--- src/rtl/osdra_params.svh ---
// constants of the display ram access and enable block
`ifndef OSDRA_PARAMS_SVH
`define OSDRA_PARAMS_SVH
// core data-space addresses
`define OSDRA_PAGE_REG     8'hE8
`define OSDRA_SYNC_STAT    8'hE4
`define OSDRA_BANK_REG     8'hED
`define OSDRA_PAGE_SPAN    8'h40
`define OSDRA_VSTART_ADDR  8'h10
`define OSDRA_HSTART_ADDR  8'h11
`define OSDRA_VSPACE_ADDR  8'h12
`define OSDRA_HSPACE_ADDR  8'h13
`define OSDRA_BGCTL_ADDR   8'h14
`define OSDRA_GEN_ADDR     8'h17
`define OSDRA_PAGE5_BIT    5
`define OSDRA_PAGE6_BIT    6
`define OSDRA_VS_STAT_BIT  4
// ram geometry
`define OSDRA_RAM_WORDS    80
`define OSDRA_ROWS         3'h5
`define OSDRA_ROW5_BASE    7'h40
`define OSDRA_LAST_COL     5'h0F
`define OSDRA_BAR_COL      5'h10
`define OSDRA_IDLE_COL     5'h11
// character code fields
`define OSDRA_CH_SPACE     6
`define OSDRA_FMT_SIZE     6
`define OSDRA_CH_HSE       5
`define OSDRA_FMT_VSE      5
`define OSDRA_CH_WE        4
`define OSDRA_CH_BGS       3
`define OSDRA_REG_FLAG     6
`define OSDRA_GLYPH_MSB    5
// timing
`define OSDRA_CLK_NS       4
`define OSDRA_TDOT_NS      400
`define OSDRA_DOT_DIV      7'((`OSDRA_TDOT_NS) / (`OSDRA_CLK_NS))
`define OSDRA_HS_BASE      7'h0A
`define OSDRA_CELL_TDOTS   7'h06
`define OSDRA_ROW_LINES    9'h012
`define OSDRA_FLYBACK_LINES 5'h19
`endif

--- src/rtl/osdra_pkg.sv ---
// types of the display ram access and enable block
`include "osdra_params.svh"
package osdra_pkg;
    typedef struct packed {
        logic [7:0] addr;
        logic [7:0] wdata;
        logic       wr;
        logic       rd;
    } osdra_bus_req_type;

    typedef struct packed {
        logic       red;
        logic       green;
        logic       blue;
        logic       blank;
    } osdra_video_type;

    typedef struct packed {
        logic       bank;
        logic [5:0] code;
        logic [3:0] grow;
    } osdra_glyph_req_type;

    typedef struct packed {
        logic [`OSDRA_RAM_WORDS-1:0][6:0] ram;
        logic [7:0]          page;
        logic                ge;
        logic                bank;
        logic [7:0]          vstart;
        logic [7:0]          hstart;
        logic [7:0]          vspace;
        logic [7:0]          hspace;
        logic [7:0]          bgctl;
        logic [7:0]          rdata;
        logic                osc_run;
        logic                vs_d;
        logic                hs_d;
        logic [4:0]          fly;
        logic [6:0]          div;
        logic [8:0]          vline;
        logic [2:0]          row;
        logic [8:0]          rline;
        logic                vact;
        logic [6:0]          hcnt;
        logic [4:0]          col;
        logic [6:0]          cdot;
        logic [6:0]          attr;
        logic                last_space;
        osdra_glyph_req_type glyph;
        osdra_video_type     video;
    } osdra_state_type;
endpackage

--- src/rtl/osdra_core.sv ---
// display ram, core write port, oscillator gating and character output timing
// Operation
// - ram holds five lines of sixteen columns; column 0 hidden format character
// - column 0 of each line is a format character, never drawn as a glyph
// - core sees 80 ram words plus 6 control registers over two pages
// - page register value with bit 5 maps first four rows at offsets 0..3F
// - page register bit 6 maps fifth row 0..0F and registers 10..14, 17
// - ram is dual ported, shared by core writes and the display engine
// - core access to all 86 display locations is write only
// - first 85 locations writable only while oscillator stopped; enable always writable
// - enable bit set means display on, cleared means display off
// - oscillator starts at next vertical sync after enable is set, or at once if set inside the flyback window
// - clearing enable stops the oscillator at once
// - enable set after flyback end waits for the following frame
// - bit 4 of status address E4 reads inverted vertical sync pin
// - display timing locks to horizontal and vertical sync inputs
// - four outputs drive external video: red, green, blue, blank
// - space at line end with size 0 format yields background bar
// - with enable set each word shown per its word enable bit
// - format character sets size, vertical space enable and first word attributes
// - each ram word holds a seven bit character or attribute code
//
// Strobed register access and the register offsets were chosen for this implementation.
`include "osdra_params.svh"

module osdra_core
    import osdra_pkg::*;
(
    input  wire logic          sys_clk,
    input  wire logic          resetn,
    input  osdra_bus_req_type  core_req,
    output logic [7:0]         core_rdata,
    input  wire logic          vsync,
    input  wire logic          hsync,
    output osdra_glyph_req_type glyph_req,
    input  wire logic [5:0]    glyph_bits,
    output osdra_video_type    video
);

    ////////////////////////////////////////////////////////////////////////////
    // reset release and the whole block state
    logic            rst_meta_ff;
    logic            rst_sync_ff;
    osdra_state_type st_ff;
    osdra_state_type nxt_st;

    // sync edges and core window decode
    logic       vs_rise;
    logic       hs_rise;
    logic       pg5;
    logic       pg6;
    logic       in_win;
    logic [6:0] wr_idx;

    // current row and character fetch
    logic [6:0] row_base;
    logic [6:0] fmt;
    logic [6:0] chr;
    logic [6:0] next_chr;
    logic       size;
    logic [8:0] row_h;
    logic [8:0] gap;
    logic       tdot;
    logic       is_space;
    logic [6:0] cell_w;
    logic [4:0] col_inc;

    // pixel and background path
    logic [2:0] gsel;
    logic [5:0] gb_sh;
    logic       pix;
    logic       bg_sel;
    logic       bg_on;
    logic [5:0] bg_rgb;
    logic       in_text;
    logic       shown;
    logic       bar;

    ////////////////////////////////////////////////////////////////////////////
    // release is synchronised so no state flop sees reset leave near an edge
    always_ff @(posedge sys_clk or negedge resetn) begin
        if (!resetn) begin
            rst_meta_ff <= 1'b0;
            rst_sync_ff <= 1'b0;
        end else begin
            rst_meta_ff <= 1'b1;
            rst_sync_ff <= rst_meta_ff;
        end
    end

    ////////////////////////////////////////////////////////////////////////////
    always_comb begin
        nxt_st       = st_ff;
        nxt_st.rdata = 8'h00;
        nxt_st.vs_d  = vsync;
        nxt_st.hs_d  = hsync;
        vs_rise      = vsync & ~st_ff.vs_d;
        hs_rise      = hsync & ~st_ff.hs_d;

        // page 5 wins if software sets both page bits
        pg5    = st_ff.page[`OSDRA_PAGE5_BIT];
        pg6    = st_ff.page[`OSDRA_PAGE6_BIT] & ~pg5;
        in_win = core_req.addr < `OSDRA_PAGE_SPAN;
        // page 6 maps offsets 00..0f onto the fifth row
        wr_idx = pg5 ? {1'b0, core_req.addr[5:0]}
                     : (`OSDRA_ROW5_BASE | {3'b000, core_req.addr[3:0]});

        // core write port
        // a refused write is dropped silently; the core sees no error
        if (core_req.wr) begin
            if (core_req.addr == `OSDRA_PAGE_REG) begin
                nxt_st.page = core_req.wdata;
            end else if (core_req.addr == `OSDRA_BANK_REG) begin
                // locked while enabled so the glyph set never changes mid-field
                if (!st_ff.ge) begin
                    nxt_st.bank = core_req.wdata[0];
                end
            end else if (in_win && pg6 && core_req.addr == `OSDRA_GEN_ADDR) begin
                nxt_st.ge = core_req.wdata[0];
            end else if (in_win && (pg5 || pg6) && !st_ff.osc_run) begin
                if (pg5 || core_req.addr < `OSDRA_VSTART_ADDR) begin
                    // only seven bits are stored; bit 7 of the byte is dropped
                    nxt_st.ram[wr_idx] = core_req.wdata[6:0];
                end else begin
                    // offsets 15, 16 and 18..3f of page 6 are unmapped
                    case (core_req.addr)
                        `OSDRA_VSTART_ADDR: nxt_st.vstart = core_req.wdata;
                        `OSDRA_HSTART_ADDR: nxt_st.hstart = core_req.wdata;
                        `OSDRA_VSPACE_ADDR: nxt_st.vspace = core_req.wdata;
                        `OSDRA_HSPACE_ADDR: nxt_st.hspace = core_req.wdata;
                        `OSDRA_BGCTL_ADDR:  nxt_st.bgctl  = core_req.wdata;
                        default: ;
                    endcase
                end
            end
        end

        // read port: display locations have no read path
        // read data clears itself every cycle so a stale byte never lingers
        if (core_req.rd) begin
            case (core_req.addr)
                `OSDRA_SYNC_STAT: nxt_st.rdata[`OSDRA_VS_STAT_BIT] = ~vsync;
                `OSDRA_PAGE_REG:  nxt_st.rdata = st_ff.page;
                default:          nxt_st.rdata = 8'h00;
            endcase
        end

        // flyback window counted in lines after the sync edge
        // nonzero for the whole window so a prompt enable still starts this field
        if (vs_rise) begin
            nxt_st.fly = `OSDRA_FLYBACK_LINES;
        end else if (hs_rise && st_ff.fly != 5'h00) begin
            nxt_st.fly = st_ff.fly - 5'h01;
        end

        // oscillator gate: a late enable misses this field and waits a frame
        // clearing wins over starting, so a cleared enable always leaves it off
        if (!nxt_st.ge) begin
            nxt_st.osc_run = 1'b0;
        end else if (st_ff.ge && (vs_rise || st_ff.fly != 5'h00)) begin
            nxt_st.osc_run = 1'b1;
        end

        // dot divider, realigned on every line sync
        // a free-running divider would let the text drift against the picture
        tdot = st_ff.osc_run && st_ff.div == `OSDRA_DOT_DIV - 7'h01;
        if (!st_ff.osc_run || hs_rise || tdot) begin
            nxt_st.div = 7'h00;
        end else begin
            nxt_st.div = st_ff.div + 7'h01;
        end

        // current row and its format character
        row_base = {st_ff.row, 4'h0};
        fmt      = (st_ff.row < `OSDRA_ROWS) ? st_ff.ram[row_base] : 7'h00;
        size     = fmt[`OSDRA_FMT_SIZE];
        row_h    = `OSDRA_ROW_LINES << size;
        gap      = fmt[`OSDRA_FMT_VSE] ? {1'b0, st_ff.vspace[5:0], 2'b00} : 9'h000;
        chr      = (st_ff.row < `OSDRA_ROWS && st_ff.col <= `OSDRA_LAST_COL)
                   ? st_ff.ram[row_base | {3'b000, st_ff.col[3:0]}] : 7'h00;
        col_inc  = st_ff.col + 5'h01;
        next_chr = (st_ff.row < `OSDRA_ROWS && col_inc <= `OSDRA_LAST_COL)
                   ? st_ff.ram[row_base | {3'b000, col_inc[3:0]}] : 7'h00;
        is_space = chr[`OSDRA_CH_SPACE];
        // a space with horizontal space enable widens its cell
        cell_w   = (`OSDRA_CELL_TDOTS << size)
                   + ((is_space && st_ff.attr[`OSDRA_CH_HSE])
                      ? ({1'b0, st_ff.hspace[5:0]} + 7'h01) << size : 7'h00);
        // bar only in size 0 lines, matching the end-of-line artefact
        bar      = st_ff.last_space && !size;

        // vertical: line count from sync, rows stacked from the start line
        // rows past the fifth stay dark until the next vertical sync
        if (vs_rise) begin
            nxt_st.vline = 9'h000;
            nxt_st.row   = 3'h0;
            nxt_st.rline = 9'h000;
            nxt_st.vact  = 1'b0;
        end else if (hs_rise && st_ff.osc_run) begin
            nxt_st.vline = st_ff.vline + 9'h001;
            if (!st_ff.vact) begin
                if (st_ff.row < `OSDRA_ROWS &&
                    st_ff.vline + 9'h001 == {1'b0, st_ff.vstart[5:0], 2'b00}) begin
                    nxt_st.vact  = 1'b1;
                    nxt_st.rline = 9'h000;
                end
            end else if (st_ff.rline + 9'h001 == row_h + gap) begin
                nxt_st.row   = st_ff.row + 3'h1;
                nxt_st.rline = 9'h000;
                nxt_st.vact  = st_ff.row + 3'h1 < `OSDRA_ROWS;
            end else begin
                nxt_st.rline = st_ff.rline + 9'h001;
            end
        end

        // horizontal: start delay, then columns 1..15 and an optional bar cell
        // column 16 is the bar cell, column 17 parks the line until the next sync
        if (hs_rise) begin
            nxt_st.hcnt       = 7'h00;
            nxt_st.col        = 5'h00;
            nxt_st.cdot       = 7'h00;
            nxt_st.attr       = fmt;
            nxt_st.last_space = 1'b0;
        end else if (tdot && st_ff.vact) begin
            // column 0 counts the start delay, covering the ram and glyph fetch
            if (st_ff.col == 5'h00) begin
                nxt_st.hcnt = st_ff.hcnt + 7'h01;
                if (st_ff.hcnt + 7'h01 == `OSDRA_HS_BASE + {1'b0, st_ff.hstart[5:0]}) begin
                    nxt_st.col = 5'h01;
                    if (next_chr[`OSDRA_CH_SPACE]) begin
                        nxt_st.attr = next_chr;
                    end
                end
            end else if (st_ff.col <= `OSDRA_BAR_COL) begin
                if (st_ff.cdot + 7'h01 >= cell_w) begin
                    nxt_st.cdot = 7'h00;
                    if (st_ff.col == `OSDRA_LAST_COL) begin
                        nxt_st.last_space = is_space;
                        nxt_st.col = (is_space && !size) ? `OSDRA_BAR_COL : `OSDRA_IDLE_COL;
                    end else begin
                        nxt_st.col = col_inc;
                        if (col_inc <= `OSDRA_LAST_COL && next_chr[`OSDRA_CH_SPACE]) begin
                            nxt_st.attr = next_chr;
                        end
                    end
                end else begin
                    nxt_st.cdot = st_ff.cdot + 7'h01;
                end
            end
        end

        // glyph fetch; the external rom answers well inside one dot period
        // its bits feed the pixel path combinationally
        nxt_st.glyph.bank = st_ff.bank;
        nxt_st.glyph.code = chr[5:0];
        // size 1 doubles every glyph row
        nxt_st.glyph.grow = size ? st_ff.rline[5:2] : st_ff.rline[4:1];

        // pixel and background
        // attr follows the last space or format character seen on the line
        // text rows end before the vertical space gap
        in_text = st_ff.vact && st_ff.rline < row_h;
        shown   = st_ff.osc_run && in_text && st_ff.col != 5'h00
                  && st_ff.col <= `OSDRA_BAR_COL && st_ff.attr[`OSDRA_CH_WE];
        // size 1 doubles every dot
        gsel    = size ? st_ff.cdot[3:1] : st_ff.cdot[2:0];
        gb_sh   = glyph_bits << gsel;
        pix     = shown && st_ff.col <= `OSDRA_LAST_COL && !is_space && gb_sh[`OSDRA_GLYPH_MSB];
        bg_sel  = st_ff.attr[`OSDRA_CH_BGS];
        // the background register holds both colours bit-interleaved
        bg_rgb  = bg_sel ? {st_ff.bgctl[5], st_ff.bgctl[3], st_ff.bgctl[1], 3'b000}
                         : {st_ff.bgctl[4], st_ff.bgctl[2], st_ff.bgctl[0], 3'b000};
        // space blanking does not apply to the bar, which is a hardware artefact
        bg_on   = shown && st_ff.bgctl[6 + {31'h0, bg_sel}]
                  && (st_ff.col == `OSDRA_BAR_COL ? bar
                      : (!is_space || !st_ff.hstart[`OSDRA_REG_FLAG]));

        // four video outputs, screen blank forced regardless of enable
        nxt_st.video.red   = pix ? st_ff.attr[2] : (bg_on & bg_rgb[5]);
        nxt_st.video.green = pix ? st_ff.attr[1] : (bg_on & bg_rgb[4]);
        nxt_st.video.blue  = pix ? st_ff.attr[0] : (bg_on & bg_rgb[3]);
        nxt_st.video.blank = st_ff.vspace[`OSDRA_REG_FLAG] | pix | bg_on;
    end

    ////////////////////////////////////////////////////////////////////////////
    // one register for all state; ram words reset to zero with the rest
    always_ff @(posedge sys_clk or negedge rst_sync_ff) begin
        if (!rst_sync_ff) begin
            st_ff <= '0;
        end else begin
            st_ff <= nxt_st;
        end
    end

    // every output comes straight from a flop
    assign core_rdata = st_ff.rdata;
    assign glyph_req  = st_ff.glyph;
    assign video      = st_ff.video;

endmodule // osdra_core

--- config.mk ---
export PLATFORM = sky130hd
export DESIGN_NAME = osdra_core
export DESIGN_NICKNAME = d
export VERILOG_FILES = /design/src/rtl/osdra_pkg.sv /design/src/rtl/osdra_core.sv
export VERILOG_INCLUDE_DIRS = /design/src /design/src/rtl
export SDC_FILE = /design/constraint.sdc
export NUM_CORES = 1
export LEC_CHECK = 0
export BUFFER_PORTS_ARGS = -buffer_cell sky130_fd_sc_hd__buf_2
export CAP_MARGIN = 20
export CORE_ASPECT_RATIO = 0.8
export CORE_MARGIN = 1.5
export CORE_UTILIZATION = 55
export CTS_BUF_LIST = sky130_fd_sc_hd__clkbuf_16
export DETAILED_ROUTE_END_ITERATION = 12
export GPL_TIMING_DRIVEN = 0
export PLACE_DENSITY = 0.7
export SKIP_CTS_REPAIR_TIMING = 1
export SLEW_MARGIN = 20
export SYNTH_ARGS = -nofsm -noshare
export SYNTH_HDL_FRONTEND = slang
export SYNTH_SLANG_ARGS = --single-unit
--- constraint.sdc ---
create_clock -name sys_clk -period 26.1 [get_ports sys_clk]
set_clock_uncertainty 0.05 [all_clocks]
set_input_delay 1.305 -clock sys_clk [delete_from_list [all_inputs] [get_ports sys_clk]]
set_output_delay 1.305 -clock sys_clk [all_outputs]
set_load 0.01 [all_outputs]
==> metrics.cfg <==
[run_status]
outcome = finished, final reports clean

[worst_hold_path]
hold_path_class = reg2reg

[clock_network]
htreeDepth = 3
cts_tree = done
cts_sinks = 692
clockBufferDepth = 3
clockRootBuffer = clkbuf_16
clock_latency_ns = 0.64
numCtsBuffers = 73
clk_pin_slew_ns = 0.06

[critical_path]
crit_required_ns = 26.55
crit_type = reg2reg
cpPeakStageDelay_ns = 0.65
critPathLaunchType = flop
cp_data_arrival_time_ns = 7.98
path_cells = buf_6 -> buf_6 -> buf_6 -> buf_4 -> buf_4 -> buf_2 -> buf_2 -> inv_1 -> ha_1 -> buf_4 -> buf_6 -> buf_4 -> buf_2 -> buf_2 -> buf_2 -> mux4_2 -> nand2_1 -> a41oi_1 -> nand3_1 -> nand3_1 -> mux2_2
end_kind = flop
path_common_cell = buf_2
crit_path_max_fanout = 10
crit_path_top_delay_cell = buf_2

[synth]
async_reset_ff_share_pct = 100
synthTopCellsByArea = dfrtp_1 46%, mux4_2 19%, mux2_2 18%
synthDominantCellAreaShare_pct = 45.6
synth_edf_count = 0
ys_seq_area_share_pct = 45.6
synth_flop_cell = dfrtp_1
yosysWarnings = 0
synth_fp_nets = 2803
ys_ff_latch = 692
yosysUniqueCellTypes = 77
avgSynthCellArea_um2 = 13.9
synth_area_mm2 = 0.0380
yosys-top-cells-count = 692 x dfrtp_1, 615 x mux2_2, 325 x mux4_2, 181 x nand2_1, 144 x nor2_1
yosys.area.top_type = dfrtp_1
synthCells = 2742
yosysMostFrequentCell = dfrtp_1

[detailed_routing]
ant_nets = 0
routed-via-count = 27200
wl_per_cell_um = 33.7
drtIter0Drc = 3320
viasPerCell = 7.06
post-route-drc-count = 0
routed_wirelength_mm = 130
dr.pass1.iters = 6

[die]
row_count = 85
die_y_um = 238
start_util_pct = 56.0
die_x_um = 297
die_area_mm2 = 0.0707
coreArea_mm2 = 0.0679
boundaryPins = 51

[global_route]
grt_max_degree = 60
gr-total-overflow = 0
antenna_found_initial = 7
grt_pass1_vias = 27300
grt_pass1_wl_mm = 190
groute.usage.overall_pct = 37.2

[power]
max-vdd-ir-drop_v = 0.0000582
power_w = 0.00293
power.leakage_nw = 19.0
p_per_area_mw_per_mm2 = 69.6

[sta]
period_share_pct = 28.8
slew_viol_final = 0
whs_ns = 0.309
rsz0062_at_grt = false
max_freq_ghz = 0.133
slew_headroom_pct = 16.5
min_period_ns = 7.52
setup-violations-final = 0
setup_tns_ns = 0
hold_violations = 0
worstMarginPinSlew_ns = 1.25

[placement]
placed_cell_area_mm2 = 0.0397
port_buffers = 43
placedCellCount = 3711
dp_hpwl_mm = 95.7
gp_congestion = 1.03

[job]
maxCapViolCount = 0

[finish]
stdcell_count = 3847
area_growth_pct = 10.8
final_layout_size_suffix_gt1_share_pct = 41.4
final_cell_area_mm2 = 0.0421
nets = 2934

## cells in the final DEF (no fill, tap or decap), types with 30 or more instances in the layout
master | Yosys | final
dfrtp_1 | 692 | 691
mux2_2 | 615 | 615
mux4_2 | 325 | 325
nand2_1 | 181 | 181
nor2_1 | 144 | 144
clkbuf_1 | 113 | 107
buf_2 | 42 | 89
clkbuf_16 | 0 | 74
nand3_1 | 66 | 66
xnor2_1 | 38 | 38
buf_4 | 36 | 36
ha_1 | 33 | 33
o21ai_0 | 32 | 32
xor2_1 | 31 | 30
## kinds of logic (layout without fill, tap and decap cells)
logic type               count (synthesis)  after routing  synth area share, %
AO/OA/AOI/OAI                          189            189                 3.52
XOR/XNOR                                70             70                 1.65
adder cells (fa/ha/maj)                 33             33                 1.09
buffers and inverters                  237            423                 3.04
flip-flops                             692            692                 45.6
multiplexers                           971            971                 38.3
other                                    1              7              0.00987
AND/OR/NAND/NOR                        549            549                 6.83
## path summary, 6_finish.rpt
kind	cells after the start	slack [ns]	start	endpoint
hold / removal	0	0.31	rst_meta_ff	rst_sync_ff
hold reg to reg	0	0.31	rst_meta_ff	rst_sync_ff
max in group asynchronous	4	23.93	rst_sync_ff	st_ff[64]
min in group asynchronous	0	0.32	rst_sync_ff	st_ff[403]
setup reg to reg	21	18.58	st_ff[30]	st_ff[16]
setup / recovery	21	18.58	st_ff[30]	st_ff[16]
## worst max-delay path, delay by kind of cell, from the launching register on
| family | cells | cell delay (ns) |
|---|---|---|
| AOI/OAI and AO/OA | 1 | 0.13 |
| adders and majority gates | 1 | 0.31 |
| buffers and inverters | 14 | 5.09 |
| and+or+nand+nor | 3 | 0.65 |
| muxes | 2 | 0.71 |
| DFF | 1 | 0.37 |
## where the power goes
part	internal (W)	total, W	switching [W]	leakage, nW
logic	0.000249	0.000784	0.000535	8.19
registers	0.00108	0.00109	0.0000123	9.64
clock network	0.000595	0.00105	0.000454	1.19
## flip-flops by register name, summed over array words and instances (netlist names)
register and flops:
nxt_st 1, st_ff 661, rst_sync_ff 1, bg_sel 1, row_base 3, rst_meta_ff 1, pg5 1, core_rdata 8
video 4, glyph_req 11
## final cells by class
cell class / count / area (um2)
sequential: 692 / 17300
timing repair buffer: 56 / 558
fill: 5191 / 25800
multi-input combinational: 1813 / 19500
tap: 913 / 1140
antenna: 6 / 15.0
clock buffer: 74 / 1850
buffer: 221 / 1110
clock inverter: 56 / 493
inverter: 16 / 60.1
## per-layer routing
| layer | wire [um] | vias to the layer above | track usage, % |
|---|---|---|---|
| li1 | - | 10600 | - |
| met1 | 52600 | 14400 | 53.6 |
| met2 | 54400 | 1774 | 51.7 |
| met3 | 16600 | 348 | 12.2 |
| met4 | 6030 | 4 | 15.9 |
| met5 | 23 | - | 0 |
## through the flow
step           util, %  worst slack (ns)
2_1_floorplan        -              5.33
3_3_place_gp      58.0             -1.54
3_5_place_dp      58.5             18.90
4_1_cts           62.0             18.91
5_1_grt           62.0             18.24
6_report          62.0             18.58
Power figures use the tool's default switching activity.
